### config.mk
export PLATFORM = sky130hd
export DESIGN_NAME = meas_sequencer
export DESIGN_NICKNAME = d
export VERILOG_FILES = /design/src/verilog/meas_seq_pkg.sv /design/src/verilog/conv_timer.sv /design/src/verilog/meas_sequencer.sv
export SDC_FILE = /design/constraint.sdc
export NUM_CORES = 1
export LEC_CHECK = 0
export BUFFER_PORTS_ARGS = -buffer_cell sky130_fd_sc_hd__buf_2
export CORE_MARGIN = 10
export CORE_UTILIZATION = 52
export CTS_CLUSTER_DIAMETER = 60
export CTS_CLUSTER_SIZE = 8
export DETAILED_ROUTE_END_ITERATION = 8
export GPL_ROUTABILITY_DRIVEN = 0
export PLACE_DENSITY = 0.85
export SYNTH_ARGS = -nofsm -noshare
export SYNTH_HDL_FRONTEND = slang
export SYNTH_SLANG_ARGS = --single-unit
### constraint.sdc
create_clock -name clk -period 2.5 [get_ports clk]
set_input_delay 0.375 -clock clk [delete_from_list [all_inputs] [get_ports clk]]
set_output_delay 0.375 -clock clk [all_outputs]
set_load 0.005 [all_outputs]
### src/verilog/meas_seq_pkg.sv
/*
 * Package for the measurement mode sequencer: register offsets, field
 * positions, reset values, timing constants and the mode state type.
 * Assumes a 20 MHz system clock and a 32-bit AHB-Lite register bus.
 */
// Functional notes
// Temperature and humidity resolution each 9/11/14 bits
// Conversion length grows with configured resolution
// Sleep after reset, no conversions until told
// One measurement per host trigger command
// Single shot returns to sleep by itself
// Seven periodic rates, 2 minutes to 5/s
// Continuous mode wakes, converts, sleeps unprompted
// Reset sequence finishes within 3.5 ms
// Heater switched on and off by software
// Host keeps measuring while heater on
// Store each result in its own register
// Conversion done sets flag when enabled
// No conversion before reset sequence completes
`default_nettype none
package meas_seq_pkg;
    // Register byte offsets
    localparam logic [7:0] CTRL_OFS     = 8'h00;
    localparam logic [7:0] STATUS_OFS   = 8'h04;
    localparam logic [7:0] IRQ_EN_OFS   = 8'h08;
    localparam logic [7:0] TEMP_OFS     = 8'h0c;
    localparam logic [7:0] HUM_OFS      = 8'h10;
    localparam logic [7:0] CONFIG_OFS   = 8'h14;
    // Control fields (trigger and soft reset are write-one pulses, heater is a level)
    localparam int TRIG_BIT     = 0;
    localparam int SOFT_RST_BIT = 1;
    localparam int HEATER_BIT   = 2;
    // Config fields
    localparam int RATE_LSB     = 0;   // 3 bits, 0 = single shot
    localparam int TRES_LSB     = 4;   // 2 bits
    localparam int HRES_LSB     = 6;   // 2 bits
    localparam int MEAS_LSB     = 8;   // 2 bits
    localparam logic [9:0] CONFIG_RESET = 10'h000;
    // Resolution codes
    localparam logic [1:0] RES_14 = 2'h0;
    localparam logic [1:0] RES_11 = 2'h1;
    localparam logic [1:0] RES_9  = 2'h2;
    // Measurement select
    localparam logic [1:0] MEAS_BOTH = 2'h0;
    localparam logic [1:0] MEAS_TEMP = 2'h1;
    // Status bits
    localparam int DONE_BIT  = 0;
    localparam int RESET_DONE_BIT = 1;
    localparam int STATUS_W  = 2;
    localparam logic [STATUS_W-1:0] STATUS_RESET = 2'h0;
    localparam int BUSY_BIT  = 8;   // read-only state bits
    localparam int HEAT_BIT  = 9;
    // Timing
    localparam int  CLK_HZ        = 20_000_000;
    localparam real RESET_TIME_MS = 3.5;
    localparam int  RESET_CYCLES  = int'(RESET_TIME_MS * CLK_HZ / 1000.0);
    localparam int  CONV_9_US     = 300;
    localparam int  CONV_11_US    = 400;
    localparam int  CONV_14_US    = 660;
    localparam int  CONV_9_CYC    = CONV_9_US * (CLK_HZ / 1_000_000);
    localparam int  CONV_11_CYC   = CONV_11_US * (CLK_HZ / 1_000_000);
    localparam int  CONV_14_CYC   = CONV_14_US * (CLK_HZ / 1_000_000);
    // Periodic intervals in ms for rate codes 1..7
    localparam int  PER_1_MS = 120_000;
    localparam int  PER_2_MS = 60_000;
    localparam int  PER_3_MS = 10_000;
    localparam int  PER_4_MS = 5_000;
    localparam int  PER_5_MS = 1_000;
    localparam int  PER_6_MS = 500;
    localparam int  PER_7_MS = 200;
    localparam int  CYC_PER_MS = CLK_HZ / 1000;
    localparam int  TICK_MS_CYCLES = CYC_PER_MS;
    typedef enum logic [2:0] {
        ST_RESET, ST_SLEEP, ST_TEMP, ST_HUM, ST_STORE
    } seq_state_e;
endpackage
`default_nettype wire

### src/verilog/conv_timer.sv
/*
 * Down counter that times one conversion. Loaded with a cycle count,
 * pulses done when it reaches the end. Same clock as the sequencer.
 */
`default_nettype none
module conv_timer
    import meas_seq_pkg::*;
#(
    parameter int WIDTH = 24
)(
    input  wire logic             clk,
    input  wire logic             sys_rst,
    input  wire logic             clkEn,
    input  wire logic             load,
    input  wire logic [WIDTH-1:0] loadValue,
    output logic                  done
);
    logic [WIDTH-1:0] count_reg;
    logic             run_reg;

    initial
    begin
        if (WIDTH < 2)
            $error("conv_timer WIDTH too small");
    end

    // Reload wins over a running count
    always_ff @(posedge clk)
    begin
        if (sys_rst)
        begin
            count_reg <= '0;
            run_reg   <= 1'b0;
        end
        else if (clkEn)
        begin
            if (load)
            begin
                count_reg <= loadValue;
                run_reg   <= 1'b1;
            end
            else if (run_reg)
            begin
                count_reg <= count_reg - 1'b1;
                if (count_reg <= 1)
                    run_reg <= 1'b0;
            end
        end
    end

    assign done = clkEn & run_reg & (count_reg <= 1); // Load may come in the same cycle as done
endmodule
`default_nettype wire

### src/verilog/meas_sequencer.sv
/*
 * Measurement mode sequencer: sleep, single-shot and periodic
 * conversions, selectable resolution, heater control, reset sequence,
 * result registers and a sticky done interrupt, all behind AHB-Lite.
 * Assumes a sampled sensor value on plain inputs and a link clock pin
 * from the host side that only flags trigger commands.
 */
`default_nettype none
module meas_sequencer
    import meas_seq_pkg::*;
#(
    parameter int RESET_CYC = RESET_CYCLES,
    parameter int MS_CYC    = TICK_MS_CYCLES
)(
    input  wire logic        clk,
    input  wire logic        sys_rst,
    input  wire logic        clkEn,
    // AHB-Lite slave
    input  wire logic        hsel,
    input  wire logic [7:0]  haddr,
    input  wire logic [1:0]  htrans,
    input  wire logic        hwrite,
    input  wire logic [2:0]  hsize,
    input  wire logic [31:0] hwdata,
    input  wire logic        hready,
    output logic [31:0]      hrdata,
    output logic             hreadyout,
    output logic             hresp,
    // Serial-side trigger command and its link clock
    input  wire logic        linkClk,
    input  wire logic        linkTrig,
    // Sensor front end samples
    input  wire logic [15:0] tempSample,
    input  wire logic [15:0] humSample,
    // Device outputs
    output logic             heaterOn,
    output logic             irq
);
    // Counters below are sized for the documented defaults
    initial
    begin
        if (RESET_CYC < 1 || MS_CYC < 1)
            $error("meas_sequencer counts must be positive");
        if (RESET_CYC > (1 << 23) || MS_CYC > (1 << 16))
            $error("meas_sequencer counts too wide for counters");
    end

    // Bus address phase capture
    logic       wrPend_reg;
    logic       rdPend_reg;
    logic [7:0] addr_reg;
    wire  logic addrPhase = hsel & htrans[1] & hready;

    always_ff @(posedge clk)
    begin
        if (sys_rst)
        begin
            wrPend_reg <= 1'b0;
            rdPend_reg <= 1'b0;
            addr_reg   <= 8'h00;
        end
        else if (clkEn)
        begin
            wrPend_reg <= addrPhase & hwrite;
            rdPend_reg <= addrPhase & ~hwrite;
            if (addrPhase)
                addr_reg <= haddr;
        end
    end

    assign hreadyout = 1'b1;   // Zero wait states
    assign hresp     = 1'b0;   // Always OKAY

    // Write decodes
    wire logic wrCtrl   = wrPend_reg & (addr_reg == CTRL_OFS);
    wire logic wrStatus = wrPend_reg & (addr_reg == STATUS_OFS);
    wire logic wrIrqEn  = wrPend_reg & (addr_reg == IRQ_EN_OFS);
    wire logic wrConfig = wrPend_reg & (addr_reg == CONFIG_OFS);
    wire logic swTrig   = wrCtrl & hwdata[TRIG_BIT];
    wire logic swReset  = wrCtrl & hwdata[SOFT_RST_BIT];

    // Link pins: two flops each, then edge finding on the safe copy
    logic [1:0] linkClkSync_reg;
    logic [1:0] linkTrigSync_reg;
    logic       linkClkLast_reg;

    always_ff @(posedge clk)
    begin
        if (sys_rst)
        begin
            linkClkSync_reg  <= 2'b00;
            linkTrigSync_reg <= 2'b00;
            linkClkLast_reg  <= 1'b0;
        end
        else if (clkEn)
        begin
            linkClkSync_reg  <= {linkClkSync_reg[0], linkClk};
            linkTrigSync_reg <= {linkTrigSync_reg[0], linkTrig};
            linkClkLast_reg  <= linkClkSync_reg[1];
        end
    end

    // Trigger bit sampled at a rising link clock edge
    wire logic linkRise = linkClkSync_reg[1] & ~linkClkLast_reg;
    wire logic linkCmd  = linkRise & linkTrigSync_reg[1];
    wire logic trigCmd  = swTrig | linkCmd;

    // Configuration register
    logic [9:0] config_reg;
    logic       heater_reg;
    logic [STATUS_W-1:0] irqEn_reg;

    always_ff @(posedge clk)
    begin
        if (sys_rst)
        begin
            config_reg <= CONFIG_RESET;
            heater_reg <= 1'b0;
            irqEn_reg  <= '0;
        end
        else if (clkEn)
        begin
            if (wrConfig)
                config_reg <= hwdata[9:0];
            if (wrCtrl)
                heater_reg <= hwdata[HEATER_BIT];
            if (wrIrqEn)
                irqEn_reg <= hwdata[STATUS_W-1:0];
        end
    end

    assign heaterOn = heater_reg;

    wire logic [2:0] rateSel = config_reg[RATE_LSB +: 3];
    wire logic [1:0] tempRes = config_reg[TRES_LSB +: 2];
    wire logic [1:0] humRes  = config_reg[HRES_LSB +: 2];
    wire logic [1:0] measSel = config_reg[MEAS_LSB +: 2];

    // Resolution to conversion cycles; longer for more bits
    function automatic logic [23:0] convCycles(input logic [1:0] res);
        logic [23:0] c;
        c = 24'(CONV_14_CYC);
        case (res)
            RES_9:   c = 24'(CONV_9_CYC);
            RES_11:  c = 24'(CONV_11_CYC);
            default: c = 24'(CONV_14_CYC);
        endcase
        return c;
    endfunction

    // Sampling interval in ms for codes 1..7; 0 means single shot
    function automatic logic [16:0] periodMs(input logic [2:0] code);
        logic [16:0] p;
        p = 17'(PER_1_MS);
        case (code)
            3'h1:    p = 17'(PER_1_MS);
            3'h2:    p = 17'(PER_2_MS);
            3'h3:    p = 17'(PER_3_MS);
            3'h4:    p = 17'(PER_4_MS);
            3'h5:    p = 17'(PER_5_MS);
            3'h6:    p = 17'(PER_6_MS);
            3'h7:    p = 17'(PER_7_MS);
            default: p = 17'(PER_1_MS);
        endcase
        return p;
    endfunction

    // Sequencer state
    seq_state_e state_reg;
    seq_state_e state_next;
    logic [22:0] rstCnt_reg;
    logic [15:0] msCnt_reg;
    logic [16:0] perCnt_reg;
    logic [15:0] temp_reg;
    logic [15:0] hum_reg;
    logic [STATUS_W-1:0] status_reg;
    logic        timerLoad;
    logic [23:0] timerValue;
    logic        convDone;

    conv_timer #(
        .WIDTH     (24)
    ) u_timer (
        .clk       (clk),
        .sys_rst   (sys_rst),
        .clkEn     (clkEn),
        .load      (timerLoad),
        .loadValue (timerValue),
        .done      (convDone)
    );

    wire logic periodic  = (rateSel != 3'h0);
    wire logic rstOver   = (rstCnt_reg == 23'(RESET_CYC - 1));
    wire logic msTick    = (msCnt_reg == 16'(MS_CYC - 1));
    wire logic perExpire = periodic & msTick & (perCnt_reg <= 17'h1);
    // Trigger only honoured in single-shot mode while asleep
    wire logic startConv = (state_reg == ST_SLEEP) &
                           ((~periodic & trigCmd) | perExpire);

    // Next-state and timer load selection
    always_comb
    begin
        state_next = state_reg;
        timerLoad  = 1'b0;
        timerValue = convCycles(tempRes);
        case (state_reg)
            ST_RESET:
                if (rstOver)
                    state_next = ST_SLEEP;
            ST_SLEEP:
                if (startConv)
                begin
                    state_next = ST_TEMP;
                    timerLoad  = 1'b1;
                end
            ST_TEMP:
                if (convDone)
                begin
                    if (measSel == MEAS_TEMP)
                        state_next = ST_STORE;
                    else
                    begin
                        state_next = ST_HUM;
                        timerLoad  = 1'b1;
                        timerValue = convCycles(humRes);
                    end
                end
            ST_HUM:
                if (convDone)
                    state_next = ST_STORE;
            ST_STORE:
                state_next = ST_SLEEP;
            default:
                state_next = ST_RESET;
        endcase
    end

    // State and reset counter
    always_ff @(posedge clk)
    begin
        if (sys_rst)
        begin
            state_reg  <= ST_RESET;
            rstCnt_reg <= '0;
        end
        else if (clkEn)
        begin
            if (swReset)
            begin
                state_reg  <= ST_RESET;
                rstCnt_reg <= '0;
            end
            else
            begin
                state_reg <= state_next;
                if (state_reg == ST_RESET)
                    rstCnt_reg <= rstCnt_reg + 1'b1;
            end
        end
    end

    // Interval restarts on a config write, so a new rate counts
    // its own full period rather than what was left of the old one
    wire logic [2:0] newRate = hwdata[RATE_LSB +: 3];
    wire logic       perLast = (perCnt_reg <= 17'h1);

    always_ff @(posedge clk)
    begin
        if (sys_rst)
        begin
            msCnt_reg  <= '0;
            perCnt_reg <= '0;
        end
        else if (clkEn)
        begin
            msCnt_reg <= msTick ? 16'h0 : msCnt_reg + 1'b1;
            if (wrConfig)
                perCnt_reg <= periodMs(newRate);
            else if (!periodic || (state_reg == ST_RESET))
                perCnt_reg <= periodMs(rateSel);
            else if (msTick)
                perCnt_reg <= perLast ? periodMs(rateSel) :
                                        perCnt_reg - 1'b1;
        end
    end

    // Results and sticky status; set wins over write-one clear
    wire logic doneEvt = (state_reg == ST_STORE);
    wire logic rstEvt  = (state_reg == ST_RESET) & rstOver & ~swReset;
    logic [STATUS_W-1:0] setBits;
    assign setBits[DONE_BIT]       = doneEvt & irqEn_reg[DONE_BIT];
    assign setBits[RESET_DONE_BIT] = rstEvt & irqEn_reg[RESET_DONE_BIT];
    wire logic [STATUS_W-1:0] clrBits =
        wrStatus ? hwdata[STATUS_W-1:0] : '0;

    always_ff @(posedge clk)
    begin
        if (sys_rst)
        begin
            temp_reg   <= 16'h0000;
            hum_reg    <= 16'h0000;
            status_reg <= STATUS_RESET;
        end
        else if (clkEn)
        begin
            if (state_reg == ST_TEMP && convDone)
                temp_reg <= tempSample;
            if (state_reg == ST_HUM && convDone)
                hum_reg <= humSample;
            status_reg <= (status_reg & ~clrBits) | setBits;
        end
    end

    // Mask is the enable register itself
    assign irq = |(status_reg & irqEn_reg);

    // Read mux, registered for the data phase
    wire logic busy = (state_reg != ST_SLEEP);
    // Live state bits sit above the sticky flags
    wire logic [31:0] statusWord = {22'h0, heater_reg, busy, 6'h0,
                                    status_reg};
    logic [31:0] readMux;
    always_comb
    begin
        case (haddr)
            CTRL_OFS:   readMux = {29'h0, heater_reg, 2'h0};
            STATUS_OFS: readMux = statusWord;
            IRQ_EN_OFS: readMux = {30'h0, irqEn_reg};
            TEMP_OFS:   readMux = {16'h0, temp_reg};
            HUM_OFS:    readMux = {16'h0, hum_reg};
            CONFIG_OFS: readMux = {22'h0, config_reg};
            default:    readMux = 32'h0000_0000;
        endcase
    end

    always_ff @(posedge clk)
    begin
        if (sys_rst)
            hrdata <= 32'h0000_0000;
        else if (clkEn && addrPhase && !hwrite)
            hrdata <= readMux;
    end
endmodule
`default_nettype wire

Word-level counts from Yosys, hierarchy flattened
Index checks and enable logic that the tools add are counted.

word-level totals
  memory bits (read-only) = 0
  RAM bits = 0
  memories = 0
  output and inout bits = 36
  bits of input ports = 85
  latch bits = 0
  bits in registers = 177
  word-level logic and storage cells = 147

operators by class
  divide/modulo/power cells = 0
  eq/ne operators = 36
  reduce and logical (&&, ||, !) cells = 25
  multipliers = 0
  shifts and indexed selects = 0
  muxes and demuxes = 32
  magnitude comparators = 2
  $add $sub $neg = 4
  bitwise gates (word level) = 30

operators by type and width
  cell                     number
  $pmux W17 S6             2
  $mux W24                 5
  $pmux W16 S6             1
  $mux W17                 4
  $pmux W14 S2             2
  $mux W23                 2
  $eq A3 B3 Y1 const B     9
  $eq A8 B4 Y1 const B     3
  $eq A8 B5 Y1 const B     3
  $le A24 B1 Y1 const B    1
  $sub A24 B1 Y24 const B  1
  $add A23 B1 Y23 const B  1
  $eq A23 B17 Y1 const B   1
  $and A1 B1 Y1            21
  $eq A3 B2 Y1 const B     6
  $mux W3                  6
  $reduce_and A2 Y1        9
  $le A17 B1 Y1 const B    1
  $sub A17 B1 Y17 const B  1
  $add A16 B1 Y16 const B  1
  $eq A16 B15 Y1 const B   1
  $eq A8 B3 Y1 const B     2
  $logic_not A8 Y1         2
  $mux W16                 1
  other kinds (22)         43

Depth between registers and ports, before layout
  depth after elaboration = 11
  depth in mapped cells = 11
  mapped depth without buffers = 9

Modules after synthesis
A second synthesis with hierarchy kept.

unflattened totals
  cell total of the unflattened synthesis = 1086
  area, all modules = 8768.4 um^2

modules (own cells, without submodules)
  module          cells each  area an instance (um^2)  instances  seq. area each (um^2)
  meas_sequencer  870         7098.1                   1          2722.6
  conv_timer      216         1670.4                   1          500.5

Worst setup path before layout
Ideal clock, no wire load.

  path type = register -> register
  start point = register perCnt_reg[11]
  end point = register u_timer.count_reg[7]
  setup time = 0.117 ns
  slack = -0.110 ns
  arrival time = 2.492 ns
  cell stages (with the launch flop) = 8
  data required time = 2.383 ns
  period minus slack after synthesis = 2.610 ns
  buffers on the path = 0
  cell sequence = dfxtp_1 > or3_4 > or4b_4 > or4_4 > a21o_1 > o22ai_2 > o21ai_1 > a32o_1

on the way
  longest elaborated chain between the ends = 8
  elaborated cells between the ends (all ways) = 9
  those cells by class = order compare: 1; mux: 3; bitwise: 3; reduce/logical: 2

RTL lines
  what                                 RTL line               text
  start, declared                      meas_sequencer.sv:173  logic [16:0] perCnt_reg;
  start signal, assigned               meas_sequencer.sv:278  perCnt_reg <= periodMs(newRate);
  start signal, assigned               meas_sequencer.sv:280  perCnt_reg <= periodMs(rateSel);
  start signal, assigned               meas_sequencer.sv:282  perCnt_reg <= perLast ? periodMs(rateSel) :
  $le A17 B1 Y1 (*)                    meas_sequencer.sv:195  wire logic perExpire = periodic & msTick & (perCnt_reg <= 17'h1);
  $and A1 B1 Y1 (*)                    meas_sequencer.sv:195
  $or A1 B1 Y1 (*)                     meas_sequencer.sv:198  ((~periodic & trigCmd) | perExpire);
  $and A1 B1 Y1 (*)                    meas_sequencer.sv:197  wire logic startConv = (state_reg == ST_SLEEP) &
  $mux W1 (*)                          meas_sequencer.sv:211  if (startConv)
  $pmux W1 S2 (*)                      meas_sequencer.sv:206  case (state_reg)
  $reduce_bool A2 Y1 (no source line)  -
  $reduce_and A2 Y1 (no source line)   -
  end signal, assigned                 conv_timer.sv:39       count_reg <= loadValue;
  end signal, assigned                 conv_timer.sv:44       count_reg <= count_reg - 1'b1;
  end, declared                        conv_timer.sv:18       logic [WIDTH-1:0] count_reg;

Mark *: on every way between the ends. The rest lies on a longest branch, timed or not.
A chain may end at the register's enable or synchronous reset.

Worst setup path after layout
  start point = register u_timer.count_reg[21]
  end point = register u_timer.count_reg[4]

on the way
  longest elaborated chain between the ends = 6
  elaborated cells between the ends (all ways) = 9
  those cells by class = order compare: 1; mux: 5; bitwise: 1; reduce/logical: 2

RTL lines
  what                                 RTL line               text
  $le A24 B1 Y1 (*)                    conv_timer.sv:51       assign done = clkEn & run_reg & (count_reg <= 1);
  $and A1 B1 Y1 (*)                    conv_timer.sv:51
  $mux W1                              meas_sequencer.sv:217  if (convDone)
  $pmux W1 S2                          meas_sequencer.sv:206
  $reduce_bool A2 Y1 (no source line)  -
  $reduce_and A2 Y1 (no source line)   -

Marked as above.

==> flow_summary.toml <==
[timing]
period_needed_ns = 2.687
tightest_slew_ns = 0.9024
hold_viol = 0
setup_slack_ns = -0.1866
timing.setup.tns_ns = -4.431
setup_violations = 53
relSlewSlack_pct = 39.21
grt_setup_unrepaired = "yes"
fmax_mhz = 372.2
finalCritPeriodShare_pct = 107.5
skew_ns = 0.008436
slew_violations = 0

[power]
p_per_area_nw_per_um2 = 552.0
leakage_nw = 4.056
ir_worst_vdd_mv = 0.5047
finalPower_mw = 5.651

[setup_path]
r2r_cells = 8
worst_setup_path_end_kind = "flip-flop"
r2r-start = "u_timer.count_reg[21]$_SDFFE_PP0P_"
cp.arrival_ns = 3.04
startpoint = "u_timer.count_reg[21]$_SDFFE_PP0P_"
r2r_setup_slack_ns = -0.19
endpoint = "u_timer.count_reg[4]$_SDFFE_PP0P_"
worstPathMaxFanout = 7
start_kind = "flip-flop"
cp.required_ns = 2.85
r2r-end = "u_timer.count_reg[4]$_SDFFE_PP0P_"
path_class = "flip-flop to flip-flop"

[synthesis]
yosysUniqueCellTypes = 72
synth_edf_count = 0
synth.cell_area_um2 = 8262
synth_top_area_share_pct = 39.01
synth_area_per_cell_um2 = 8.037
synth_warnings = 0
synth_cells = 1028
ys_seq_area_share_pct = 39.01
synthTopCellsByArea = "dfxtp_1 (39%), nor2_1 (8.5%), mux2i_1 (5.3%)"
ys_async_sr_fraction_pct = 0
synth_top_area_cell = "dfxtp_1"
yosys_register_bits = 161
synthFlopType = "dfxtp_1"

[cts]
clock_latency_ns = 0.43
clkTransAtPathRegs_ns = 0.06
cts-hold-fix-buffers = 0
cts_sinks = 161
cts_buffers = 17
cts_buffer_depth = 2
tritoncts = "built"
root_buffer = "clkbuf_16"
htree_num_levels = 4

[global_routing]
grt_max_degree = 111
grt_pass1_vias = 7640
grt_overflow_total = 0
antenna_found_initial = 1
grt_pass1_wl_um = 37370
grt_use_total_pct = 20.75

[die]
io_pins = 121
die_x_um = 146.0
rows = 46
dieHeight_um = 146.0
dieArea_um2 = 21330
initial_utilization_pct = 52.58
coreArea_um2 = 15710

[placed_design]
hpwl_um = 15130
port_buffers = 76
post-place-ws_ns = -0.1825
place_area_um2 = 9279

[routing]
routed_via_density = 5.929
ant_nets = 0
drt_iter0_drc = 1028
wl_per_cell_um = 17.18
dr.pass1.iters = 6
wl_um = 23870
drc = 0
vias = 8236

[cells_and_area]
final_common_cell = "nor2_1"
fin_util_pct = 65.15
syn2layout_area_growth_pct = 23.91
most-common-layout-cells = "nor2_1 (186), dfxtp_1 (155), nand2_1 (88)"
fin_area_um2 = 10240
n_fill_cell = 1165
nNetsFinal = 1256
largest_reg_flops = 24
drive_gt1_share_pct = 22.27

[run_status]
status = "finished, violations left"
failed_checks = "setup timing"

[min_path]
hp-class = "input pin to flip-flop"

[flow_run]
drv_cap = 0
==> worst min path at each step <==
stage / start / endpoint / slack [ns] / cells after the start
2_1_floorplan: config_reg[3]$_SDFFE_PP0P_ / config_reg[3]$_SDFFE_PP0P_ / 0.44 / 2
3_3_place_gp: addr_reg[7]$_SDFFE_PP0P_ / addr_reg[7]$_SDFFE_PP0P_ / 0.44 / 2
3_5_place_dp: addr_reg[7]$_SDFFE_PP0P_ / addr_reg[7]$_SDFFE_PP0P_ / 0.45 / 2
4_1_cts: humSample[12] / hum_reg[12]$_SDFFE_PP0P_ / 0.17 / 3
5_1_grt: tempSample[15] / temp_reg[15]$_SDFFE_PP0P_ / 0.18 / 3
6_report: humSample[13] / hum_reg[13]$_SDFFE_PP0P_ / 0.18 / 3
==> timing repair <==
item,CTS,global route
gates resized for setup,24,32
setup endpoints to repair,54,75
hold endpoints to repair,0,0
pin swaps,9,11
setup buffers,3,7
gates cloned,2,2
==> where the power goes <==
part | switching, mW | internal (mW)
Sequential | 0.0264 | 2.59
Clock | 1.09 | 1.55
Combinational | 0.241 | 0.155
Total | 1.35 | 4.30
==> logic make-up (layout without fill, tap and decap cells) <==
logic type / after synthesis / after routing / synth area share, %
AOI/OAI and AO/OA: 182 / 183 / 14.27
adders and majority gates: 12 / 12 / 1.817
muxes: 44 / 44 / 5.331
buffers and inverters: 99 / 226 / 5.619
DFF: 161 / 161 / 39.01
other: 2 / 19 / 0.09090
xor gates and xnor gates: 61 / 61 / 6.467
and+or+nand+nor: 467 / 467 / 27.40
==> synthesized netlist by cell type (3+ instances only) <==
library cell	n
nor2_1	186
dfxtp_1	161
nand2_1	90
a21oi_1	76
clkbuf_1	46
mux2i_1	44
nor3_1	43
xor2_1	36
nand3_1	31
nand4_1	31
o21ai_0	27
xnor2_1	25
inv_1	20
buf_4	18
a22oi_1	15
ha_1	12
nor4_1	11
or3_1	10
a211oi_1	9
and3_1	9
buf_2	8
nor2b_1	8
a211o_1	7
nor4b_1	7
nand2b_1	6
a222oi_1	5
a311oi_1	5
and4_1	5
buf_1	4
nand4b_1	4
o211ai_1	4
or4_1	4
a31oi_1	3
and2_1	3
o21a_1	3
o21ai_1	3
==> cell type report <==
type	instances	area (µm²)	share of cell area (%)
multi-input cells	785	4871	47.58
repair buffers	173	1186	11.59
well taps	216	270.3	2.640
clock inverters	12	131.4	1.283
inverters	21	78.83	0.7700
flip-flops and latches	161	3231	31.56
diodes	1	2.502	0.02444
clock buffers	20	466.7	4.559
==> per-layer routing <==
layer | vias to the layer above | track usage (%) | part of all wire [%]
li1 | 3853 | - | -
met2 | 426 | 35.19 | 50
met4 | 0 | 11.01 | 3.9
met3 | 82 | 4.574 | 7.0
met1 | 3875 | 24.00 | 39
met5 | - | 0 | 0
==> worst max-delay path, cell delays in order (launching register included) <==
cell	delay (ns)
dfxtp_2	0.32
or4_4	0.53
or3_4	0.40
nor4_4	0.33
buf_4	0.18
and3_2	0.29
o21ai_4	0.14
a211o_1	0.27
a21oi_1	0.15
==> stage by stage <==
| step | hold WS [ns] | instances |
|---|---|---|
| finish | 0.1810 | 1389 |
| global route | 0.1843 | 1389 |
| CTS | 0.1667 | 1379 |
| detailed placement | 0.4487 | 1342 |
| global placement | 0.4427 | 1342 |
| floorplan | 0.4357 | 1044 |
No activity file was read; power rests on OpenSTA's default activity.
